**src/include/fss_regs.svh**
```systemverilog
// Register offsets, field positions, reset values and timing figures of the fault sequencer
`ifndef FSS_REGS_SVH
`define FSS_REGS_SVH
`define FSS_CTRL_OFS 8'h00
`define FSS_CMD_OFS 8'h04
`define FSS_STAT_OFS 8'h08
`define FSS_PRE_OFS 8'h0c
`define FSS_FLT_OFS 8'h10
`define FSS_POST_OFS 8'h14
`define FSS_NOM_OFS 8'h18
`define FSS_FREQ_OFS 8'h1c
`define FSS_QUANT_IDX0 6'h10
`define FSS_QUANT_N 36
`define FSS_QUANT_PER_PH 12
`define FSS_CTRL_TRIP_BIT 0
`define FSS_CTRL_JUMP_BIT 1
`define FSS_CTRL_TRIG_BIT 2
`define FSS_CMD_LAUNCH_BIT 0
`define FSS_CMD_ABORT_BIT 1
`define FSS_CODE_NORMAL 3'h0
`define FSS_CODE_PRE 3'h1
`define FSS_CODE_FAULT 3'h2
`define FSS_CODE_POST 3'h3
`define FSS_CODE_RESET 3'h4
`define FSS_DUR_RST 16'h03e8
`define FSS_NOM_RST 16'h03e8
`define FSS_FREQ_RST 16'hc350
`define FSS_CLK_HZ 125000000
`define FSS_MS_PER_S 1000
`define FSS_RESET_STAGE_MS 100
`define FSS_OC_HOLD_S 5
`define FSS_OC_RATIO_DIV 20'h0000a
`define FSS_FREQ_MUL 32'h00002720
`define FSS_FREQ_DIV 32'h00002710
`endif

```
**src/include/fss_pkg.sv**
```systemverilog
// Types shared by the fault sequencer
package fss_pkg;
    typedef enum logic [2:0] {
        FSS_IDLE, FSS_RST_IN, FSS_PRE, FSS_FLT, FSS_POST, FSS_RST_OUT
    } fss_state_e;
    typedef logic [15:0] fss_word_t;
    typedef struct packed {
        fss_state_e state;
        logic [31:0] ms_div;
        logic [15:0] cnt;
        logic [15:0] oc_cnt;
        logic oc_lock;
        logic trig_q;
        logic jump_q;
        logic trip_permit;
        logic jump_en;
        logic trig_en;
        fss_word_t pre_dur;
        fss_word_t flt_dur;
        fss_word_t post_dur;
        fss_word_t nom_cur;
        fss_word_t rated_freq;
        logic [35:0][15:0] quant;
        logic pready;
        logic pslverr;
        logic [31:0] prdata;
        logic [2:0] state_code;
        logic prot_reinit;
        logic energy_freeze;
        logic trip_command;
        logic sim_active;
        logic volt_ph_n;
        logic [11:0][15:0] sim_values;
        logic [16:0] sim_freq;
    } fss_state_s;
endpackage : fss_pkg

```
**src/rtl/fss_top.sv**
```systemverilog
// Fault simulation sequencer with APB register file
`timescale 1ns/100ps
`include "fss_regs.svh"
module fss_top
    import fss_pkg::*;
#(
    parameter int MS_CYCLES = `FSS_CLK_HZ / `FSS_MS_PER_S,
    parameter int RESET_MS = `FSS_RESET_STAGE_MS,
    parameter int OC_HOLD_MS = `FSS_OC_HOLD_S * `FSS_MS_PER_S
) (
    input wire logic pclk, // Clock, 125 MHz
    input wire logic presetn, // Async reset, low
    input wire logic psel, // APB select
    input wire logic penable, // APB enable
    input wire logic pwrite, // APB direction
    input wire logic [7:0] paddr, // APB byte address
    input wire logic [31:0] pwdata, // APB write data
    output logic [31:0] prdata, // APB read data
    output logic pready, // APB ready
    output logic pslverr, // APB error
    input wire logic [15:0] phase_cur_a, // Measured current, conductor a
    input wire logic [15:0] phase_cur_b, // Measured current, conductor b
    input wire logic [15:0] phase_cur_c, // Measured current, conductor c
    input wire logic ext_block_a, // Blocking input a
    input wire logic ext_block_b, // Blocking input b
    input wire logic ext_jump_to_post, // Force post-fault
    input wire logic ext_sim_trigger, // External start
    input wire logic prot_trip_req, // Trip decision of protection
    output logic [2:0] state_code, // Recorder state code
    output logic prot_reinit, // Protection held in reset
    output logic energy_freeze, // Stop energy counters
    output logic trip_command, // Gated trip to breaker
    output logic sim_active, // Substitute simulated quantities
    output logic volt_ph_n, // Voltages are phase-to-neutral
    output logic [191:0] sim_values, // Quantities of active phase
    output logic [16:0] sim_freq // Simulated frequency, mHz
);
    fss_state_s r;
    fss_state_s n;
    logic overcurrent;
    logic blocked;
    logic tick;
    logic launch_w;
    logic abort_w;
    logic trig_edge;
    logic jump_edge;
    logic phase_done;
    logic wr_acc;
    logic [15:0] cur_dur;
    logic [5:0] widx;
    logic [5:0] qidx;
    logic [19:0] thr;

    // ------------------------------------------------------------
    // Qualifiers
    // ------------------------------------------------------------
    // Compare 10*I against In to avoid a divider on the threshold
    assign thr = {4'h0, r.nom_cur};
    assign overcurrent = (20'(phase_cur_a) * `FSS_OC_RATIO_DIV > thr)
        || (20'(phase_cur_b) * `FSS_OC_RATIO_DIV > thr)
        || (20'(phase_cur_c) * `FSS_OC_RATIO_DIV > thr);
    assign blocked = ext_block_a || ext_block_b;
    assign tick = (r.ms_div == 32'(MS_CYCLES - 1));
    assign wr_acc = psel && penable && r.pready && pwrite;
    assign widx = paddr[7:2];
    assign qidx = widx - `FSS_QUANT_IDX0;
    assign launch_w = wr_acc && (paddr == `FSS_CMD_OFS) && pwdata[`FSS_CMD_LAUNCH_BIT];
    assign abort_w = wr_acc && (paddr == `FSS_CMD_OFS) && pwdata[`FSS_CMD_ABORT_BIT];
    assign trig_edge = ext_sim_trigger && !r.trig_q && r.trig_en;
    assign jump_edge = ext_jump_to_post && !r.jump_q && r.jump_en;

    always_comb begin
        case (r.state)
            FSS_RST_IN, FSS_RST_OUT: cur_dur = 16'(RESET_MS);
            FSS_PRE: cur_dur = r.pre_dur;
            FSS_FLT: cur_dur = r.flt_dur;
            FSS_POST: cur_dur = r.post_dur;
            default: cur_dur = 16'h0000;
        endcase
    end
    assign phase_done = tick && (r.cnt + 16'h0001 >= cur_dur);

    // ------------------------------------------------------------
    // Next state
    // ------------------------------------------------------------
    always_comb begin
        logic quant_hit;
        logic [29:0] fprod;
        quant_hit = (widx >= `FSS_QUANT_IDX0) && (qidx < 6'(`FSS_QUANT_N));
        fprod = 30'h0;
        n = r;
        n.pready = 1'b0;
        n.pslverr = 1'b0;
        n.trig_q = ext_sim_trigger;
        n.jump_q = ext_jump_to_post;
        n.ms_div = tick ? 32'h0 : r.ms_div + 32'h1;
        // Register reads answer one cycle after setup
        if (psel && !penable) begin
            n.pready = 1'b1;
            n.prdata = 32'h0;
            case (paddr)
                `FSS_CTRL_OFS: n.prdata = {29'h0, r.trig_en, r.jump_en, r.trip_permit};
                `FSS_CMD_OFS: n.prdata = 32'h0;
                `FSS_STAT_OFS: n.prdata = {26'h0, blocked, overcurrent, r.oc_lock, r.state_code};
                `FSS_PRE_OFS: n.prdata = {16'h0, r.pre_dur};
                `FSS_FLT_OFS: n.prdata = {16'h0, r.flt_dur};
                `FSS_POST_OFS: n.prdata = {16'h0, r.post_dur};
                `FSS_NOM_OFS: n.prdata = {16'h0, r.nom_cur};
                `FSS_FREQ_OFS: n.prdata = {16'h0, r.rated_freq};
                default: begin
                    if (quant_hit) begin
                        n.prdata = {16'h0, r.quant[qidx]};
                    end else begin
                        n.pslverr = 1'b1;
                    end
                end
            endcase
        end
        if (wr_acc) begin
            case (paddr)
                `FSS_CTRL_OFS: begin
                    n.trip_permit = pwdata[`FSS_CTRL_TRIP_BIT];
                    n.jump_en = pwdata[`FSS_CTRL_JUMP_BIT];
                    n.trig_en = pwdata[`FSS_CTRL_TRIG_BIT];
                end
                `FSS_PRE_OFS: n.pre_dur = pwdata[15:0];
                `FSS_FLT_OFS: n.flt_dur = pwdata[15:0];
                `FSS_POST_OFS: n.post_dur = pwdata[15:0];
                `FSS_NOM_OFS: n.nom_cur = pwdata[15:0];
                `FSS_FREQ_OFS: n.rated_freq = pwdata[15:0];
                default: begin
                    if (quant_hit) begin
                        n.quant[qidx] = pwdata[15:0];
                    end
                end
            endcase
        end
        if (tick) begin
            n.cnt = r.cnt + 16'h0001;
        end
        // Sequencer; jump is only looked at in pre-fault and fault
        case (r.state)
            FSS_IDLE: begin
                n.cnt = 16'h0000;
                if ((launch_w || trig_edge) && !blocked && !overcurrent && !r.oc_lock) begin
                    n.state = FSS_RST_IN;
                end
            end
            FSS_RST_IN: begin
                if (phase_done) begin
                    n.state = FSS_PRE;
                    n.cnt = 16'h0000;
                end
            end
            FSS_PRE: begin
                if (jump_edge) begin
                    n.state = FSS_POST;
                    n.cnt = 16'h0000;
                end else if (phase_done) begin
                    n.state = FSS_FLT;
                    n.cnt = 16'h0000;
                end
            end
            FSS_FLT: begin
                if (jump_edge || phase_done) begin
                    n.state = FSS_POST;
                    n.cnt = 16'h0000;
                end
            end
            FSS_POST: begin
                if (phase_done) begin
                    n.state = FSS_RST_OUT;
                    n.cnt = 16'h0000;
                end
            end
            FSS_RST_OUT: begin
                if (phase_done) begin
                    n.state = FSS_IDLE;
                    n.cnt = 16'h0000;
                end
            end
            default: n.state = FSS_IDLE;
        endcase
        // Aborts override any timed step outside the closing reset stage
        if ((abort_w || overcurrent) && (r.state != FSS_IDLE) && (r.state != FSS_RST_OUT)) begin
            n.state = FSS_RST_OUT;
            n.cnt = 16'h0000;
        end
        // Lockout restarts its count on any overcurrent sample
        if (overcurrent) begin
            n.oc_cnt = 16'h0000;
            if (r.state != FSS_IDLE) begin
                n.oc_lock = 1'b1;
            end
        end else if (r.oc_lock && tick) begin
            n.oc_cnt = r.oc_cnt + 16'h0001;
            if (r.oc_cnt + 16'h0001 >= 16'(OC_HOLD_MS)) begin
                n.oc_lock = 1'b0;
            end
        end
        // Outputs follow the next state so they line up with it
        case (n.state)
            FSS_PRE: n.state_code = `FSS_CODE_PRE;
            FSS_FLT: n.state_code = `FSS_CODE_FAULT;
            FSS_POST: n.state_code = `FSS_CODE_POST;
            FSS_RST_IN, FSS_RST_OUT: n.state_code = `FSS_CODE_RESET;
            default: n.state_code = `FSS_CODE_NORMAL;
        endcase
        n.prot_reinit = (n.state == FSS_RST_IN) || (n.state == FSS_RST_OUT);
        n.energy_freeze = (n.state != FSS_IDLE);
        n.sim_active = (n.state != FSS_IDLE);
        n.volt_ph_n = 1'b1;
        n.trip_command = prot_trip_req && ((n.state == FSS_IDLE)
            || (r.trip_permit && !n.prot_reinit));
        n.sim_values = '0;
        for (int p = 0; p < 3; p++) begin
            if (n.state == fss_state_e'(int'(FSS_PRE) + p)) begin
                n.sim_values = r.quant[p*`FSS_QUANT_PER_PH +: `FSS_QUANT_PER_PH];
            end
        end
        // Truncating divide; error below one mHz
        fprod = 30'(32'(r.rated_freq) * `FSS_FREQ_MUL / `FSS_FREQ_DIV);
        n.sim_freq = fprod[16:0];
    end

    // ------------------------------------------------------------
    // State register
    // ------------------------------------------------------------
    always_ff @(posedge pclk or negedge presetn) begin
        if (!presetn) begin
            r <= '0;
            r.state <= FSS_IDLE;
            r.pre_dur <= `FSS_DUR_RST;
            r.flt_dur <= `FSS_DUR_RST;
            r.post_dur <= `FSS_DUR_RST;
            r.nom_cur <= `FSS_NOM_RST;
            r.rated_freq <= `FSS_FREQ_RST;
            r.volt_ph_n <= 1'b1;
        end else begin
            r <= n;
        end
    end

    assign prdata = r.prdata;
    assign pready = r.pready;
    assign pslverr = r.pslverr;
    assign state_code = r.state_code;
    assign prot_reinit = r.prot_reinit;
    assign energy_freeze = r.energy_freeze;
    assign trip_command = r.trip_command;
    assign sim_active = r.sim_active;
    assign volt_ph_n = r.volt_ph_n;
    assign sim_values = r.sim_values;
    assign sim_freq = r.sim_freq;
endmodule : fss_top

```
**config.mk**
```make
export PLATFORM = sky130hd
export DESIGN_NAME = fss_top
export DESIGN_NICKNAME = d
export VERILOG_FILES = /design/src/include/fss_pkg.sv /design/src/rtl/fss_top.sv
export VERILOG_INCLUDE_DIRS = /design/src /design/src/include
export SDC_FILE = /design/constraint.sdc
export NUM_CORES = 2
export LEC_CHECK = 0
export ABC_CLOCK_PERIOD_IN_PS = 32400
export BUFFER_PORTS_ARGS = -buffer_cell sky130_fd_sc_hd__buf_2
export CORE_MARGIN = 5
export CORE_UTILIZATION = 25
export CTS_CLUSTER_DIAMETER = 30
export CTS_CLUSTER_SIZE = 14
export DETAILED_ROUTE_END_ITERATION = 6
export GPL_TIMING_DRIVEN = 0
export PLACE_DENSITY = 0.38
export SYNTH_ARGS = -nofsm -noshare
export SYNTH_HDL_FRONTEND = slang
export SYNTH_SLANG_ARGS = --single-unit
```
**constraint.sdc**
```tcl
create_clock -name pclk -period 32.4 [get_ports pclk]
set_input_delay 9.72 -clock pclk [delete_from_list [all_inputs] [get_ports pclk]]
set_output_delay 9.72 -clock pclk [all_outputs]
set_load 0.01 [all_outputs]
```
# ---- After elaboration in Yosys (flattened, before gate mapping)
# Cells that the tools add are included.
dict set report totals {
  in_bits 98
  wordCells 202
  reg_bits 978
  output_inout_bits 251
}
dict set report classes {
  n_reduce_logical 57
  n_lt_le_gt_ge 9
  multipliers 4
  bitwise 1
  eq_ne 20
  mux 35
  n_addsub 4
  n_div 1
}
# operator count
set op_table {}
lappend op_table {{bitwise mux 576 bit} 1}
lappend op_table {{two-way mux 192 bit} 3}
lappend op_table {{two-way mux 16 bit} 8}
lappend op_table {{case mux 16 bit (4 select lines)} 2}
lappend op_table {{case mux 16 bit (8 select lines)} 1}
lappend op_table {{binary-select mux 16 bit (select 6 bit)} 1}
lappend op_table {{demux 16 bit (select 6 bit)} 1}
lappend op_table {{greater-than comparator 20 x 16 -> 1 bit} 3}
lappend op_table {{multiplier 16 x 3 -> 19 bit (second input constant)} 3}
lappend op_table {{two-way mux 17 bit} 2}
lappend op_table {{two-way mux 34 bit} 1}
lappend op_table {{adder 16 x 1 -> 16 bit (second input constant)} 2}
lappend op_table {{adder 32 x 1 -> 32 bit (second input constant)} 1}
lappend op_table {{divider 30 x 14 -> 32 bit (second input constant)} 1}
lappend op_table {{== test 32 x 17 -> 1 bit (second input constant)} 1}
lappend op_table {{== test 8 x 5 -> 1 bit (second input constant)} 4}
lappend op_table {{two-way mux 32 bit} 1}
lappend op_table {{multiplier 16 x 9 -> 25 bit (second input constant)} 1}
lappend op_table {{two-way mux 3 bit} 8}
lappend op_table {{logical AND 1 bit} 22}
lappend op_table {{case mux 3 bit (6 select lines)} 1}
lappend op_table {{== test 8 x 4 -> 1 bit (second input constant)} 2}
lappend op_table {{greater-or-equal comparator 16 x 13 -> 1 bit (second input constant)} 1}
lappend op_table {{greater-or-equal comparator 16 bit} 1}
lappend op_table {{26 further kinds} 59}

# ---- Logic depth before layout (Yosys ltp)
dict set report depth {
  word_depth 18
  mapped_depth 101
  depth_no_buf 85
}

# ---- Worst setup path before layout
# Ideal clock, no wire load.
dict set report synth_timing {
  path_kind {register -> register}
  start {reg r[833] in the netlist's numbering}
  end {reg r, in the netlist sim_freq[0]}
  slack_ns 8.615
  period_less_slack_ns 23.785
  path_buffers 9
  required_time_ns 32.255
  setup_ns 0.145
  t_arrival_ns 23.639
  stages_incl_launch_ff 84
  cell_sequence {dfstp_2 fa_1 ha_1 fa_1 inv_1 fa_1 inv_1 ha_1 buf_4 or3_1 a2111oi_0 o21bai_1 a2111oi_4 o2111ai_2 and2_1 buf_6 o21ai_0 mux2i_1 [... 48 more ...] nor2_1 o41a_1 a211o_1 a221oi_4 mux2_1 o221ai_1 or4b_1 clkbuf_1 o2111ai_2 buf_6 nand2_2 xnor2_1 nor3_2 a311o_1 nor2_2 or4b_1 a2111oi_1 o2111ai_1}
}
# element line
set synth_lines {}
lappend synth_lines {{from (decl)} fss_top.sv:38} ;# fss_state_s r;
lappend synth_lines {{from (signal assigned)} fss_top.sv:240} ;# r <= n;

==> flow_summary.rst <==
.. list-table::
   :header-rows: 1

   * - Metric
     - Value
   * - Most common cell after layout, fill and taps aside
     - dfrtp_1
   * - Kind of cell with the highest combined delay on the critical path
     - compound AO/OA/AOI/OAI gates
   * - Count of distinct cell types in the synthesized netlist
     - 150
   * - Violated checks
     - design-rule violations
   * - Worst reg2reg path depth
     - 83
   * - Reg-to-Reg End
     - sim_freq[0]
   * - Clk buf depth
     - 4
   * - Async S/R FF share, synth
     - 100%
   * - Worst-path fanout max
     - 10
   * - Type of the worst setup path
     - reg2reg
   * - Number of vias after detailed routing
     - about 54000
   * - Clock latency reported for the late side of the worst-skew pair
     - approximately 0.93 ns
   * - Sequential cell area fraction in the yosys report
     - 37.5%
   * - CTS Sinks
     - 961
   * - Maximum frequency from static timing analysis
     - 32.8 MHz
   * - Share of cells above drive strength 1
     - 30.7%
   * - Final instance count without filler cells
     - ~10000
   * - Number of buffer and inverter instances along the worst setup path
     - 13
   * - Critical path data required time
     - ~33 ns
   * - Post-route core utilization
     - between 30% and 40%
   * - Final period util
     - between 90% and 100%
   * - Worst Hold Class
     - reg2reg
   * - Layout Skew
     - ~0.094 ns
   * - Sequential cell area in the final layout
     - 24100 µm²
   * - Ys Warns
     - 0
   * - Hold path startpoint
     - r[976]
   * - Highest-count cells in the layout ignoring fill and taps
     - 931 x dfrtp_1, 673 x mux2_2, 523 x nand2_1
   * - Die outline width
     - 517 µm
   * - Wire length of the first global-routing pass
     - between 300000 and 400000 µm
   * - RSZ-0062 raised after global routing
     - no
   * - Area post-placement
     - 70400 µm²
   * - Number of top-level pins
     - 349
   * - Total power per unit cell area
     - just under 80 nW/µm²
   * - Cell area after synthesis
     - 64300 µm²
   * - Critical path startpoint category
     - flop
   * - Total die area
     - approximately 270000 µm²
   * - Count of final setup violators
     - 0
   * - Aggregate global-route resource usage
     - 20.1%
   * - Wire length after detailed routing
     - ~280000 µm
   * - Total of flip-flops plus latches after synthesis
     - 961
   * - Post-synth EDFFs
     - 0
   * - Final std cell area, no fill
     - 81000 µm²
   * - Largest stage delay, worst path
     - 0.92 ns
   * - Crit path DAT
     - around 31 ns
   * - Most used flip-flop cell after synthesis
     - dfrtp_1
   * - Post-detailed-route wirelength per cell
     - 26.4 µm
   * - Cells on Worst Hold Path
     - 1
   * - Vias in the first global route
     - between 50000 and 60000
   * - Maximum ir drop on the vdd rail
     - 0.117 mV
   * - Pin count of the biggest net entering global routing
     - 154
   * - Synth-to-layout area growth
     - 25.9%
   * - Number of instances in the synthesized netlist
     - 6206
   * - Number of slew-limit violations in the final report
     - 0
   * - Clock Pin Slew Worst Setup and Hold Paths
     - 0.04 ns
   * - Overflow left after global routing
     - 0
   * - Mean instance size in the synthesized netlist
     - a little over 10 µm²
   * - Starting Density
     - 25.1%
   * - Average vias per placed instance
     - about 5.2
   * - Pre-Repair DR Iteration Count
     - 7
   * - Count of input and output buffers
     - 313
   * - Final number of hold-violating endpoints
     - 0
   * - Number of buffers created by CTS
     - 312
   * - Filler cell count in the final layout
     - 26500
   * - Worst reg2reg startpoint
     - r[838]
   * - Normalized max-slew margin
     - 4.07%
   * - Die Span Y
     - 517 µm
   * - Number of DRC violations after detailed-routing iteration 0
     - 4126
   * - Net count reported at finish
     - between 7000 and 8000
   * - Leakage
     - between 30 and 40 nW
   * - Critical path capture point type
     - flop
   * - Post-detailed-placement half-perimeter wirelength
     - 218000 µm
   * - Reg2Reg Setup Slack
     - about 1.9 ns
   * - Area of the multi-input gates
     - between 30000 and 40000 µm²
   * - Shortest clock period the worst path allows after layout
     - 30.52 ns
   * - Capture endpoint of the worst hold path
     - r[976]
   * - Placement Rows
     - 186
   * - Buffer cell driving the clock tree root
     - clkbuf_16
   * - Slew at the pin with the worst max-slew slack
     - roughly 1.4 ns
   * - CTS tree
     - yes
   * - Core Region
     - 256000 µm²
   * - Antenna-violating nets left
     - 0
   * - Final Wtd Congestion
     - 0.914
   * - Post-route DRC violation count
     - 7
   * - Number of antenna violations at the first check in global routing
     - 32
   * - Placed cell count
     - ~10000
   * - Max capacitance violation total
     - 0
   * - Count of H-tree levels built during CTS
     - 5
   * - Cell with the largest stage delay on the worst path
     - nor3_1
   * - Status
     - complete, but fails checks
==> state kept, by name, indices dropped and copies added, names as in the netlist <==
signal	cells
trip_command	1
sim_active	1
pready	1
r	729
prot_reinit	1
sim_freq	17
pslverr	1
prdata	16
sim_values	192
state_code	2
==> per-layer routing <==
layer	wire (µm)	global-route usage [%]	vias up
met1	122000	26.7	27700
met3	13700	3.21	481
met5	87	0	-
met4	11700	8.17	14
met2	130000	32.8	1699
li1	-	-	24200
==> worst reg2reg max path, delay by kind of cell (launching register included) <==
family,cells,cell delay [ns]
AOI/OAI and AO/OA,36,14.96
xor gates and xnor gates,3,0.58
adders and majority gates,5,2.17
buffers and inverters,13,2.37
DFF,1,0.69
muxes,4,1.83
and+or+nand+nor,22,7.76
==> through the flow <==
stage / hold slack (ns) / TNS [ns] / power (mW) / setup slack, ns
5_1_grt: 0.493 / 0 / 6.74 / 0.0848
3_5_place_dp: 0.462 / 0 / 3.38 / 1.96
4_1_cts: 0.475 / 0 / 6.44 / 1.78
6_report: 0.475 / 0 / 6.41 / 1.88
3_3_place_gp: 0.466 / -1084.96 / 3.38 / -1.35
2_1_floorplan: 0.443 / 0 / 2.80 / 8.62
==> area by class of cell <==
type	count	share of cell area [%]
inverter	182	0.844
sequential	961	29.7
clock inverter	108	1.86
tap	3384	5.23
antenna	17	0.0525
multi-input combinational	4463	44.6
buffer	615	4.32
clock buffer	435	11.1
timing repair buffer	324	2.20
==> where the power goes <==
group          switching (mW)  internal (mW)
Clock                   0.847           2.17
Combinational            1.39          0.775
Sequential            0.00831           1.22
==> cells in the mapped netlist (30+ instances only) <==
cell | n | share of area [%]
a211oi_1 | 47 | 0.55
a21o_1 | 49 | 0.57
a21oi_1 | 208 | 1.6
a22oi_1 | 210 | 2.5
a31oi_1 | 41 | 0.40
and2_1 | 50 | 0.49
and3_1 | 54 | 0.53
buf_1 | 48 | 0.28
buf_4 | 279 | 3.3
clkbuf_1 | 258 | 1.5
dfrtp_1 | 931 | 36
dfstp_2 | 30 | 1.2
fa_1 | 41 | 1.3
ha_1 | 221 | 4.3
inv_1 | 173 | 1.0
mux2_2 | 673 | 12
mux2i_1 | 49 | 0.76
mux4_2 | 185 | 6.5
nand2_1 | 523 | 3.1
nand2b_1 | 30 | 0.29
nand3_1 | 129 | 1.0
nand4_1 | 73 | 0.71
nor2_1 | 345 | 2.0
nor3_1 | 107 | 0.83
nor4_1 | 43 | 0.42
o211ai_1 | 37 | 0.43
o21ai_0 | 361 | 2.8
o21ai_1 | 30 | 0.23
or3_1 | 34 | 0.33
xnor2_1 | 190 | 2.6
xor2_1 | 94 | 1.3
==> cells by family after synthesis <==
logic type / Yosys count / share of synthesized area [%]
AND/OR/NAND/NOR: 1579 / 12.1
AO/OA/AOI/OAI: 1403 / 15.2
flip-flops: 961 / 37.5
multiplexers: 912 / 19.1
buffers and inverters: 797 / 6.48
XOR/XNOR: 289 / 4.03
adder cells (fa/ha/maj): 263 / 5.59
other: 2 / 0.0117
==> how the worst max path moves through the flow <==
stage | from | to | depth (start not counted)
finish | r[838] | sim_freq[0] | 83
global route | r[839] | sim_freq[0] | 85
global placement | presetn | prdata[2] | 1
floorplan | r[833] | sim_freq[0] | 83
CTS | r[839] | sim_freq[0] | 83
detailed placement | r[838] | sim_freq[0] | 82
==> what timing repair did <==
| action | CTS | global route |
|---|---|---|
| resized for setup | 0 | 3 |
| setup buffers | 0 | 0 |
| hold buffers | 0 | 0 |
| endpoints found under the hold margin | 0 | 0 |
| endpoints found under the setup margin | 0 | 1 |
No activity file was read; power rests on OpenSTA's default activity.
